[config.mk]
export PLATFORM = sky130hd
export DESIGN_NAME = bit_carry_branch
export DESIGN_NICKNAME = d
export VERILOG_FILES = /design/src/rtl/bit_branch_pkg.sv /design/src/rtl/branch_cond_eval.sv /design/src/rtl/bit_carry_branch.sv
export SDC_FILE = /design/constraint.sdc
export NUM_CORES = 1
export LEC_CHECK = 0
export BUFFER_PORTS_ARGS = -buffer_cell sky130_fd_sc_hd__buf_2
export CAP_MARGIN = 20
export CORE_MARGIN = 2
export CORE_UTILIZATION = 50
export CTS_BUF_LIST = sky130_fd_sc_hd__clkbuf_4
export CTS_CLUSTER_DIAMETER = 200
export DETAILED_ROUTE_END_ITERATION = 8
export PLACE_DENSITY = 0.69
export REMOVE_ABC_BUFFERS = 1
export SLEW_MARGIN = 20
export SYNTH_ARGS = -nofsm -noshare
export SYNTH_HDL_FRONTEND = slang
export SYNTH_HIERARCHICAL = 1
export SYNTH_SLANG_ARGS = --single-unit
[constraint.sdc]
create_clock -name aclk -period 4 [get_ports aclk]
set_input_delay 0.8 -clock aclk [delete_from_list [all_inputs] [get_ports aclk]]
set_output_delay 0.8 -clock aclk [all_outputs]
set_load 0.05 [all_outputs]
[src/rtl/bit_branch_pkg.sv]
`default_nettype none
package bit_branch_pkg;

  // Register byte offsets
  localparam logic [7:0] OFF_CTRL    = 8'h00;
  localparam logic [7:0] OFF_FLAGS   = 8'h04;
  localparam logic [7:0] OFF_OPERAND = 8'h08;
  localparam logic [7:0] OFF_BITREG  = 8'h0C;
  localparam logic [7:0] OFF_MEMADDR = 8'h10;
  localparam logic [7:0] OFF_PC      = 8'h14;
  localparam logic [7:0] OFF_TARGET  = 8'h18;
  localparam logic [7:0] OFF_SP      = 8'h1C;
  localparam logic [7:0] OFF_STATUS  = 8'h20;

  // Control word fields
  localparam int CTRL_OP_LSB   = 0;
  localparam int CTRL_BREG_BIT = 5;
  localparam int CTRL_MEM_BIT  = 6;
  localparam int CTRL_IMM_LSB  = 8;
  localparam int CTRL_COND_LSB = 12;

  // Flag positions in the flags register
  localparam int FLAG_C = 0;
  localparam int FLAG_V = 1;
  localparam int FLAG_Z = 2;
  localparam int FLAG_N = 3;

  // Status positions
  localparam int STAT_BUSY  = 0;
  localparam int STAT_TAKEN = 1;

  // Reset values
  localparam logic [3:0]  FLAGS_RST = 4'h0;
  localparam logic [31:0] PC_RST    = 32'h0000_0000;
  localparam logic [31:0] SP_RST    = 32'h0000_0000;

  // Stack slot size in bytes
  localparam logic [31:0] STACK_STEP = 32'h0000_0004;

  // AXI responses
  localparam logic [1:0] RESP_OKAY   = 2'h0;
  localparam logic [1:0] RESP_SLVERR = 2'h2;

  typedef enum logic [3:0] {
    carry_or_bit,
    carry_or_inverted_bit,
    carry_xor_bit,
    carry_xor_inverted_bit,
    load_bit_to_carry,
    load_inverted_bit_to_carry,
    store_carry_to_bit,
    store_inverted_carry_to_bit,
    cond_jump,
    goto_target,
    relative_call,
    absolute_call,
    sub_return
  } op_e;

  typedef enum logic [3:0] {
    always_taken_jump,
    never_taken_jump,
    jump_if_higher,
    jump_if_lower_or_same,
    jump_if_carry_clear,
    jump_if_carry_set,
    jump_if_unequal,
    jump_if_equal,
    jump_if_no_overflow,
    jump_if_overflow,
    jump_if_positive,
    jump_if_negative,
    jump_if_signed_ge,
    jump_if_signed_lt,
    jump_if_signed_gt,
    jump_if_signed_le
  } cond_e;

endpackage
`default_nettype wire

[src/rtl/branch_cond_eval.sv]
`timescale 1ns/1ps
`default_nettype none
module branch_cond_eval (
  // Condition code
  input  wire logic [3:0] cond,
  // Flags
  input  wire logic       c,
  input  wire logic       v,
  input  wire logic       z,
  input  wire logic       n,
  // Result
  output logic            taken
);
  always_comb begin
    case (cond)
      bit_branch_pkg::always_taken_jump:     taken = 1'b1;
      bit_branch_pkg::never_taken_jump:      taken = 1'b0;
      bit_branch_pkg::jump_if_higher:        taken = ~(c | z);
      bit_branch_pkg::jump_if_lower_or_same: taken = c | z;
      bit_branch_pkg::jump_if_carry_clear:   taken = ~c;
      bit_branch_pkg::jump_if_carry_set:     taken = c;
      bit_branch_pkg::jump_if_unequal:       taken = ~z;
      bit_branch_pkg::jump_if_equal:         taken = z;
      bit_branch_pkg::jump_if_no_overflow:   taken = ~v;
      bit_branch_pkg::jump_if_overflow:      taken = v;
      bit_branch_pkg::jump_if_positive:      taken = ~n;
      bit_branch_pkg::jump_if_negative:      taken = n;
      bit_branch_pkg::jump_if_signed_ge:     taken = ~(n ^ v);
      bit_branch_pkg::jump_if_signed_lt:     taken = n ^ v;
      bit_branch_pkg::jump_if_signed_gt:     taken = ~(z | (n ^ v));
      bit_branch_pkg::jump_if_signed_le:     taken = z | (n ^ v);
      default:                               taken = 1'b0;
    endcase
  end
endmodule // branch_cond_eval
`default_nettype wire

[src/rtl/bit_carry_branch.sv]
// The register offsets and the AXI4-Lite interface to the registers were chosen for this implementation.
`timescale 1ns/1ps
`default_nettype none
module bit_carry_branch #(
  parameter int ADDR_W = 8
) (
  // Clock and reset
  input  wire logic              aclk,
  input  wire logic              aresetn,
  // AXI4-Lite write address
  input  wire logic [ADDR_W-1:0] s_axi_awaddr,
  input  wire logic              s_axi_awvalid,
  output logic                   s_axi_awready,
  // AXI4-Lite write data
  input  wire logic [31:0]       s_axi_wdata,
  input  wire logic [3:0]        s_axi_wstrb,
  input  wire logic              s_axi_wvalid,
  output logic                   s_axi_wready,
  // AXI4-Lite write response
  output logic [1:0]             s_axi_bresp,
  output logic                   s_axi_bvalid,
  input  wire logic              s_axi_bready,
  // AXI4-Lite read address
  input  wire logic [ADDR_W-1:0] s_axi_araddr,
  input  wire logic              s_axi_arvalid,
  output logic                   s_axi_arready,
  // AXI4-Lite read data
  output logic [31:0]            s_axi_rdata,
  output logic [1:0]             s_axi_rresp,
  output logic                   s_axi_rvalid,
  input  wire logic              s_axi_rready,
  // Operand memory
  output logic                   mem_req,
  output logic                   mem_we,
  output logic                   mem_word,
  output logic [31:0]            mem_addr,
  output logic [31:0]            mem_wdata,
  input  wire logic [31:0]       mem_rdata,
  input  wire logic              mem_ack
);

  typedef enum logic [2:0] {
    s_idle,
    s_exec,
    s_mem_rd,
    s_mem_wr,
    s_pop
  } st_e;

  typedef struct packed {
    st_e         st;
    logic        aw_hold;
    logic [7:0]  awaddr;
    logic        w_hold;
    logic [31:0] wdata;
    logic [3:0]  wstrb;
    logic        bvalid;
    logic [1:0]  bresp;
    logic        rvalid;
    logic [1:0]  rresp;
    logic [31:0] rdata;
    logic [15:0] ctrl;
    logic [3:0]  flags;
    logic [7:0]  operand;
    logic [7:0]  bitreg;
    logic [31:0] memaddr;
    logic [31:0] pc;
    logic [31:0] target;
    logic [31:0] sp;
    logic        taken;
    logic        mreq;
    logic        mwe;
    logic        mword;
    logic [31:0] maddr;
    logic [31:0] mwdata;
  } state_s;

  state_s s_r;
  state_s s_nxt;

  logic       cond_taken;

  // Byte-lane merge of a bus write into a stored word
  function automatic logic [31:0] merge(input logic [31:0] old,
                                        input logic [31:0] nw,
                                        input logic [3:0]  strb);
    logic [31:0] r;
    r = old;
    for (int i = 0; i < 4; i++) begin
      if (strb[i]) begin
        r[i*8 +: 8] = nw[i*8 +: 8];
      end
    end
    return r;
  endfunction

  // Carry result of the combine and load operations
  function automatic logic carry_of(input logic [3:0] op,
                                    input logic       c,
                                    input logic       b);
    logic r;
    r = c;
    case (op)
      bit_branch_pkg::carry_or_bit:               r = c | b;
      bit_branch_pkg::carry_or_inverted_bit:      r = c | ~b;
      bit_branch_pkg::carry_xor_bit:              r = c ^ b;
      bit_branch_pkg::carry_xor_inverted_bit:     r = c ^ ~b;
      bit_branch_pkg::load_bit_to_carry:          r = b;
      bit_branch_pkg::load_inverted_bit_to_carry: r = ~b;
      default:                                    r = c;
    endcase
    return r;
  endfunction

  // Byte with one bit replaced by the carry or its inverse
  function automatic logic [7:0] store_of(input logic [3:0] op,
                                          input logic [7:0] byte_in,
                                          input logic [2:0] idx,
                                          input logic       c);
    logic [7:0] r;
    r = byte_in;
    if (op == bit_branch_pkg::store_inverted_carry_to_bit) begin
      r[idx] = ~c;
    end else begin
      r[idx] = c;
    end
    return r;
  endfunction

  function automatic logic is_store(input logic [3:0] op);
    return (op == bit_branch_pkg::store_carry_to_bit) ||
           (op == bit_branch_pkg::store_inverted_carry_to_bit);
  endfunction

  branch_cond_eval branch_cond_eval_i (
    .cond  (s_r.ctrl[bit_branch_pkg::CTRL_COND_LSB +: 4]),
    .c     (s_r.flags[bit_branch_pkg::FLAG_C]),
    .v     (s_r.flags[bit_branch_pkg::FLAG_V]),
    .z     (s_r.flags[bit_branch_pkg::FLAG_Z]),
    .n     (s_r.flags[bit_branch_pkg::FLAG_N]),
    .taken (cond_taken)
  );

  assign s_axi_awready = ~s_r.aw_hold & ~s_r.bvalid;
  assign s_axi_wready  = ~s_r.w_hold & ~s_r.bvalid;
  assign s_axi_arready = ~s_r.rvalid;
  assign s_axi_bvalid  = s_r.bvalid;
  assign s_axi_bresp   = s_r.bresp;
  assign s_axi_rvalid  = s_r.rvalid;
  assign s_axi_rresp   = s_r.rresp;
  assign s_axi_rdata   = s_r.rdata;
  assign mem_req       = s_r.mreq;
  assign mem_we        = s_r.mwe;
  assign mem_word      = s_r.mword;
  assign mem_addr      = s_r.maddr;
  assign mem_wdata     = s_r.mwdata;

  always_comb begin
    logic [3:0]  op;
    logic [2:0]  bitno;
    logic        inv;
    logic        busy;
    logic [7:0]  rdaddr;
    logic [7:0]  byte_v;
    logic [31:0] rv;
    logic        hit;
    op     = 4'h0;
    bitno  = 3'h0;
    inv    = 1'b0;
    busy   = 1'b0;
    rdaddr = 8'h00;
    byte_v = 8'h00;
    rv     = 32'h0000_0000;
    hit    = 1'b0;
    s_nxt  = s_r;

    op   = s_r.ctrl[bit_branch_pkg::CTRL_OP_LSB +: 4];
    inv  = (op == bit_branch_pkg::carry_or_inverted_bit) ||
           (op == bit_branch_pkg::carry_xor_inverted_bit) ||
           (op == bit_branch_pkg::load_inverted_bit_to_carry) ||
           (op == bit_branch_pkg::store_inverted_carry_to_bit);
    busy = (s_r.st != s_idle);
    // Inverted forms ignore the register-select bit
    if (inv || !s_r.ctrl[bit_branch_pkg::CTRL_BREG_BIT]) begin
      bitno = s_r.ctrl[bit_branch_pkg::CTRL_IMM_LSB +: 3];
    end else begin
      bitno = s_r.bitreg[2:0];
    end

    // Write channels, taken in either order
    if (s_axi_awvalid && s_axi_awready) begin
      s_nxt.aw_hold = 1'b1;
      s_nxt.awaddr  = 8'(s_axi_awaddr);
    end
    if (s_axi_wvalid && s_axi_wready) begin
      s_nxt.w_hold = 1'b1;
      s_nxt.wdata  = s_axi_wdata;
      s_nxt.wstrb  = s_axi_wstrb;
    end
    if (s_r.bvalid && s_axi_bready) begin
      s_nxt.bvalid = 1'b0;
    end
    if (s_r.aw_hold && s_r.w_hold && !s_r.bvalid) begin
      s_nxt.aw_hold = 1'b0;
      s_nxt.w_hold  = 1'b0;
      s_nxt.bvalid  = 1'b1;
      s_nxt.bresp   = bit_branch_pkg::RESP_OKAY;
      // Writes during an operation are dropped so state stays coherent
      case (s_r.awaddr)
        bit_branch_pkg::OFF_CTRL: begin
          if (!busy) begin
            s_nxt.ctrl = 16'(merge({16'h0000, s_r.ctrl}, s_r.wdata,
                                   s_r.wstrb));
            s_nxt.st   = s_exec;
          end
        end
        bit_branch_pkg::OFF_FLAGS: begin
          if (!busy) begin
            s_nxt.flags = 4'(merge({28'h0, s_r.flags}, s_r.wdata, s_r.wstrb));
          end
        end
        bit_branch_pkg::OFF_OPERAND: begin
          if (!busy) begin
            s_nxt.operand = 8'(merge({24'h0, s_r.operand}, s_r.wdata,
                                     s_r.wstrb));
          end
        end
        bit_branch_pkg::OFF_BITREG: begin
          if (!busy) begin
            s_nxt.bitreg = 8'(merge({24'h0, s_r.bitreg}, s_r.wdata,
                                    s_r.wstrb));
          end
        end
        bit_branch_pkg::OFF_MEMADDR: begin
          if (!busy) begin
            s_nxt.memaddr = merge(s_r.memaddr, s_r.wdata, s_r.wstrb);
          end
        end
        bit_branch_pkg::OFF_PC: begin
          if (!busy) begin
            s_nxt.pc = merge(s_r.pc, s_r.wdata, s_r.wstrb);
          end
        end
        bit_branch_pkg::OFF_TARGET: begin
          if (!busy) begin
            s_nxt.target = merge(s_r.target, s_r.wdata, s_r.wstrb);
          end
        end
        bit_branch_pkg::OFF_SP: begin
          if (!busy) begin
            s_nxt.sp = merge(s_r.sp, s_r.wdata, s_r.wstrb);
          end
        end
        bit_branch_pkg::OFF_STATUS: begin
          s_nxt.bresp = bit_branch_pkg::RESP_OKAY;
        end
        default: begin
          s_nxt.bresp = bit_branch_pkg::RESP_SLVERR;
        end
      endcase
    end

    // Read channel
    if (s_r.rvalid && s_axi_rready) begin
      s_nxt.rvalid = 1'b0;
    end
    if (s_axi_arvalid && s_axi_arready) begin
      rdaddr = 8'(s_axi_araddr);
      hit    = 1'b1;
      case (rdaddr)
        bit_branch_pkg::OFF_CTRL:    rv = {16'h0000, s_r.ctrl};
        bit_branch_pkg::OFF_FLAGS:   rv = {28'h0, s_r.flags};
        bit_branch_pkg::OFF_OPERAND: rv = {24'h0, s_r.operand};
        bit_branch_pkg::OFF_BITREG:  rv = {24'h0, s_r.bitreg};
        bit_branch_pkg::OFF_MEMADDR: rv = s_r.memaddr;
        bit_branch_pkg::OFF_PC:      rv = s_r.pc;
        bit_branch_pkg::OFF_TARGET:  rv = s_r.target;
        bit_branch_pkg::OFF_SP:      rv = s_r.sp;
        bit_branch_pkg::OFF_STATUS:  rv = {30'h0, s_r.taken, busy};
        default:                     hit = 1'b0;
      endcase
      s_nxt.rvalid = 1'b1;
      s_nxt.rdata  = rv;
      s_nxt.rresp  = hit ? bit_branch_pkg::RESP_OKAY :
                           bit_branch_pkg::RESP_SLVERR;
    end

    // Execution sequencer; flags other than carry are never written here
    case (s_r.st)
      s_idle: begin
        s_nxt.mreq = 1'b0;
      end
      s_exec: begin
        s_nxt.taken = 1'b0;
        if (op <= bit_branch_pkg::store_inverted_carry_to_bit) begin
          if (s_r.ctrl[bit_branch_pkg::CTRL_MEM_BIT]) begin
            s_nxt.mreq  = 1'b1;
            s_nxt.mwe   = 1'b0;
            s_nxt.mword = 1'b0;
            s_nxt.maddr = s_r.memaddr;
            s_nxt.st    = s_mem_rd;
          end else if (is_store(op)) begin
            s_nxt.operand = store_of(op, s_r.operand, bitno,
                                     s_r.flags[bit_branch_pkg::FLAG_C]);
            s_nxt.st      = s_idle;
          end else begin
            s_nxt.flags[bit_branch_pkg::FLAG_C] =
              carry_of(op, s_r.flags[bit_branch_pkg::FLAG_C],
                       s_r.operand[bitno]);
            s_nxt.st = s_idle;
          end
        end else begin
          s_nxt.st = s_idle;
          case (op)
            bit_branch_pkg::cond_jump: begin
              s_nxt.taken = cond_taken;
              if (cond_taken) begin
                s_nxt.pc = s_r.target;
              end
            end
            bit_branch_pkg::goto_target: begin
              s_nxt.taken = 1'b1;
              s_nxt.pc    = s_r.target;
            end
            bit_branch_pkg::relative_call,
            bit_branch_pkg::absolute_call: begin
              // Push address of the next instruction
              s_nxt.taken  = 1'b1;
              s_nxt.sp     = s_r.sp - bit_branch_pkg::STACK_STEP;
              s_nxt.mreq   = 1'b1;
              s_nxt.mwe    = 1'b1;
              s_nxt.mword  = 1'b1;
              s_nxt.maddr  = s_r.sp - bit_branch_pkg::STACK_STEP;
              s_nxt.mwdata = s_r.pc;
              if (op == bit_branch_pkg::relative_call) begin
                s_nxt.pc = s_r.pc + s_r.target;
              end else begin
                s_nxt.pc = s_r.target;
              end
              s_nxt.st = s_mem_wr;
            end
            bit_branch_pkg::sub_return: begin
              s_nxt.taken = 1'b1;
              s_nxt.mreq  = 1'b1;
              s_nxt.mwe   = 1'b0;
              s_nxt.mword = 1'b1;
              s_nxt.maddr = s_r.sp;
              s_nxt.st    = s_pop;
            end
            default: begin
              s_nxt.taken = 1'b0;
            end
          endcase
        end
      end
      s_mem_rd: begin
        if (mem_ack) begin
          byte_v = mem_rdata[7:0];
          if (is_store(op)) begin
            s_nxt.mwe    = 1'b1;
            s_nxt.mwdata = {24'h0, store_of(op, byte_v, bitno,
                                   s_r.flags[bit_branch_pkg::FLAG_C])};
            s_nxt.st     = s_mem_wr;
          end else begin
            s_nxt.mreq = 1'b0;
            s_nxt.flags[bit_branch_pkg::FLAG_C] =
              carry_of(op, s_r.flags[bit_branch_pkg::FLAG_C],
                       byte_v[bitno]);
            s_nxt.st = s_idle;
          end
        end
      end
      s_mem_wr: begin
        if (mem_ack) begin
          s_nxt.mreq = 1'b0;
          s_nxt.mwe  = 1'b0;
          s_nxt.st   = s_idle;
        end
      end
      s_pop: begin
        if (mem_ack) begin
          s_nxt.mreq = 1'b0;
          s_nxt.pc   = mem_rdata;
          s_nxt.sp   = s_r.sp + bit_branch_pkg::STACK_STEP;
          s_nxt.st   = s_idle;
        end
      end
      default: begin
        s_nxt.st = s_idle;
      end
    endcase
  end

  always_ff @(posedge aclk) begin
    if (!aresetn) begin
      s_r       <= '0;
      s_r.st    <= s_idle;
      s_r.flags <= bit_branch_pkg::FLAGS_RST;
      s_r.pc    <= bit_branch_pkg::PC_RST;
      s_r.sp    <= bit_branch_pkg::SP_RST;
    end else begin
      s_r <= s_nxt;
    end
  end

endmodule // bit_carry_branch
`default_nettype wire

After elaboration in Yosys (flattened, before gate mapping) --
Index checks and enable logic that the tools add are counted.
Storage, ports and cells: register bits 319, output and inout bits 108, word-level logic and storage cells 280
Operators by class: add/sub/neg operators 3, order comparisons 3, equal/unequal tests 59, mux-type cells 104, bitwise operators 28, reductions and logical operators 50
Operators with widths (count):
- 32-bit 2-to-1 mux | 18
- 32-bit one-hot mux with 9 select lines | 1
- 8-bit 2-to-1 mux | 26
- 32-bit one-hot mux with 2 select lines | 3
- 145-bit 2-to-1 mux | 1
- 35-bit 2-to-1 mux | 3
- 32-bit one-hot mux with 3 select lines | 1
- 35-bit one-hot mux with 2 select lines | 1
- 8-bit by 5-bit == test with 1-bit output (second input constant) | 8
- 4-bit == test (second input constant) | 13
- 4-bit AND reduction | 12
- 33-bit 2-to-1 mux | 1
- 32-bit by 3-bit adder with 32-bit output (second input constant) | 1
- 32-bit adder | 1
- 8-bit bitwise mux | 4
- 4-bit by 3-bit == test with 1-bit output (second input constant) | 8
- 8-bit by 4-bit == test with 1-bit output (second input constant) | 4
- 32-bit by 3-bit subtractor with 32-bit output (second input constant) | 1
- 9-bit 2-to-1 mux | 3
- 3-bit 2-to-1 mux | 7
- 9-bit OR reduction | 2
- 4-bit by 2-bit == test with 1-bit output (second input constant) | 4
- 8-bit by 3-bit == test with 1-bit output (second input constant) | 2
- 8-bit by 6-bit == test with 1-bit output (second input constant) | 2
- 45 further kinds | 120

Depth between registers and ports, before layout --
word-level depth 16, gate-level depth with buffers 13, mapped depth without buffers 11

Cells and area by module --
Netlist, hierarchy kept.
Modules (own cells, without submodules):
- bit_carry_branch | times used 1, cells an instance 2550, area each 19357.3 sq um, seq. area each 6346.1 sq um
- branch_cond_eval | times used 1, cells an instance 10, area each 78.8 sq um, seq. area each 0.0 sq um

Least setup slack after synthesis --
No wires, ideal clock.
kind flip-flop to flip-flop, start point register s_r[230] (netlist name), end point register s_r[140] (netlist name), arrival time 2.681 ns, setup slack 1.191 ns, stages on the path, launching flop included 14, period minus slack after synthesis 2.809 ns, cells stage by stage dfxtp_1 -> mux2_4 -> a221o_1 -> a21oi_1 -> xor2_1 -> or2_2 -> clkbuf_1 -> nor2_1 -> nor2_1 -> o21a_1 -> clkbuf_1 -> nor2_1 -> a221oi_1 -> nor2_1
On the way: longest elaborated chain between the ends 6, elaborated cells on any way between the ends 21, those cells by class eq/ne: 15; mux: 5; reduce/logical: 1
RTL lines:
- start: declaration | RTL line bit_carry_branch.sv:78 | state_s s_r;
- start signal: assignment | RTL line bit_carry_branch.sv:402 | s_r <= s_nxt;
- 4-bit == test, or another cell as far along | RTL line branch_cond_eval.sv:15 | case (cond)
- 1-bit one-hot mux with 16 select lines (*) | RTL line branch_cond_eval.sv:15
- named net cond_taken | RTL line bit_carry_branch.sv:81 | logic cond_taken;
- 32-bit 2-to-1 mux (*) | RTL line bit_carry_branch.sv:317 | if (cond_taken) begin
- 32-bit one-hot mux with 3 select lines (*) | RTL line bit_carry_branch.sv:314 | case (op)
- 32-bit 2-to-1 mux (*) | RTL line bit_carry_branch.sv:295 | if (op <= bit_branch_pkg::store_inverted_carry_to_bit) begin
- 32-bit one-hot mux with 2 select lines (*) | RTL line bit_carry_branch.sv:289 | case (s_r.st)
The timed path passes the listed nets; every way through them passes the cells marked *. A chain may end at the register's enable or synchronous reset.

Worst setup path after layout --
start point register s_r[317] (netlist name), end point register s_r, in the netlist mem_addr[24]
On the way: longest elaborated chain between the ends 2
RTL lines (RTL line):
- 3-bit by 1-bit == test with 1-bit output | bit_carry_branch.sv:289
- 3-bit AND reduction (no source line)
No other way between the ends.

==> metrics.txt <==
status=finished clean; gr ovfl total=0; First-pass DRT Iterations=9; asr flop ratio synth=0; Detail Placement HPWL=54560 um; CTS resizes=0; vias per cell=6.382; Yosys Warn Count=6; Max Transition Viols Final=0; top_reg_cell synth=dfxtp_1; Yosys reg bits=317; Reg clk slew, reported paths=70 ps; Antenna Nets Post-Route=0; sequential fraction of the synthesis area=0.3265; Setup crit start kind=flop; crit end category=flop; Max Cap Viol=0; RSZ-0062 raised after global routing=no; root buf cell=clkbuf_4; largest net degree at the start of global routing=75; Post-synth EDFFs=0; share of the synthesized area in the top cell type=0.3265; pwr dens=321.6 nW/um2; All-Layer GR Usage=0.3650; syn avg cell area=7.592 um2; HP Start=s_axi_rready; drt initial violations=2488; Register Area=6347 um2; Post-CTS Setup Repair Bufs=0; reg2reg start=s_r[317]$_SDFF_PN0_; setup violators final=0; Die Area=40470 um2; total core area=38470 um2; Die X=201.2 um; CTS tree=done; Inst Count DP=3055; hold-fix buffer count after cts=0; Final Non-Filler Cells=3218; IO buf count=197; CP Max Fanout=56; Worst Clk Skew=57.66 ps; antenna violations before repair=1; Initial Util=0.5053; Post-Syn Instances=2560; min cycle time layout=3377 ps; Tcrit/Tclk final=0.8444; GPL Wtd Cong=0.9894; most numerous cell in the Yosys netlist=nor2_1; first-pass GRT wire length=114900 um; num rows=72; Area Growth Syn to Fin=9.360%; Num CTS Buffers=91; top cells by area, synth=dfxtp_1, a21oi_1, nor2_1, mux2i_1, nand2_1; clock buffer depth=3; # DRC=0; most frequent cells after synthesis=nor2_1, dfxtp_1, nand2_1; wire per inst=23.82 um; WP data arrival=4100 ps; Leak=8.564 nW; Final nets=2756; worst vdd ir=199.9 uV; Netlist cell types=95; Skew-Pair Late Insertion Delay=830 ps; Multi-input gate area=11360 um2; Mapped Area=19440 um2; Req. time, crit path=4720 ps; crit path launch=s_r[317]$_SDFF_PN0_; clk sink count=317; Synth area leader=dfxtp_1; HP Class=in2reg; IO Count=200; CTS H-Tree Depth=3; normalized max-slew margin=0.2621; Routed WL=76650 um; fill count=3807; Die Y=201.2 um; vias in the first global route=19140; Final Hold Viols=0; pre-CTS setup slack=740.8 ps; via count=20540; share of cells above drive strength 1=0.1730; Setup Crit Path Kind=reg2reg; Worst-Margin Slew=1104 ps; fmax=296.1 MHz; fin worst setup slack=622.6 ps
## logic make-up after synthesis
group,synth area share
multiplexers,0.06734
buffers and inverters,0.09212
flip-flops,0.3265
AO/OA/AOI/OAI,0.2480
XOR/XNOR,0.02749
adder cells (fa/ha/maj),0.02227
other,0.0001929
AND/OR/NAND/NOR,0.2161
## final timing paths
check	cells after the start	to	slack, ps
worst max-delay path	7	mem_addr[24]$_SDFFE_PN0P_	620
worst min-delay path	2	s_axi_rvalid$_SDFFE_PN0P_	180
worst max register to register	7	mem_addr[24]$_SDFFE_PN0P_	620
worst min register to register	2	s_r[220]$_SDFFE_PN0P_	460
## worst max-delay path: stages (launching register included)
cell	delay (ps)
dfxtp_1	700
or3b_1	690
nor2_1	200
or4_2	620
buf_4	330
a211oi_1	540
a21oi_1	80
nor2_1	100
## metal layers
metal  up-vias  track usage  part of all wire
met5         -            0                 0
met4         0       0.1677             0.040
met3       189      0.06787              0.10
met2      1273       0.5567              0.43
met1      9767       0.5004              0.42
li1       9307            -                 -
## cell usage in the layout, fill, tap and decap left out, types with 12 or more instances in the layout
cell type / count
nor2_1: 345
dfxtp_1: 316
nand2_1: 296
a21oi_1: 293
buf_2: 197
clkbuf_4: 137
mux2i_1: 118
o21ai_0: 117
nand3_1: 86
a22oi_1: 71
buf_4: 71
nor3_1: 49
a211oi_1: 37
inv_1: 34
ha_1: 33
xnor2_1: 31
xor2_1: 30
a222oi_1: 29
a221oi_1: 27
clkinv_1: 22
a31oi_1: 21
and3_1: 18
o22ai_1: 17
a21o_1: 17
and2_1: 13
nand2b_1: 13
or3_1: 13
o21a_1: 13
nand4_1: 12
## state kept, by name, indices dropped and copies added (netlist names)
signal / flops
s_axi_bresp: 1
mem_req: 1
mem_addr: 32
mem_wdata: 32
s_axi_bvalid: 1
mem_we: 1
s_r: 214
s_axi_rresp: 1
s_axi_rvalid: 1
s_axi_rdata: 32
mem_word: 1
## through the flow
stage                     hold WS (ps)  power (mW)  setup TNS (ps)    util  cell area [um2]
after floorplan                  431.6       3.569         -367250       -            17790
after detailed placement         454.3       3.803               0  0.5225            20100
after global placement           446.4       3.798               0  0.5225            20100
after CTS                        134.9       6.883               0  0.5525            21250
final                            176.6       6.837               0  0.5526            21260
after global routing             176.6       7.108               0  0.5526            21260
## report_power, final
| part | internal (mW) | switching [mW] |
|---|---|---|
| clock network | 1.62 | 1.47 |
| registers | 3.20 | 0.0794 |
| logic | 0.146 | 0.324 |
| total | 4.96 | 1.88 |
## final cells by class
type | count | share of cell area
Antenna cell | 1 | 0.0001177
Clock buffer | 137 | 0.04839
Clock inverter | 25 | 0.005828
Inverter | 37 | 0.006887
Multi-Input combinational cell | 1911 | 0.5344
Sequential cell | 317 | 0.2986
Tap cell | 518 | 0.03049
Timing Repair Buffer | 272 | 0.07523
Note: power is estimated with default switching activity, not from simulation.
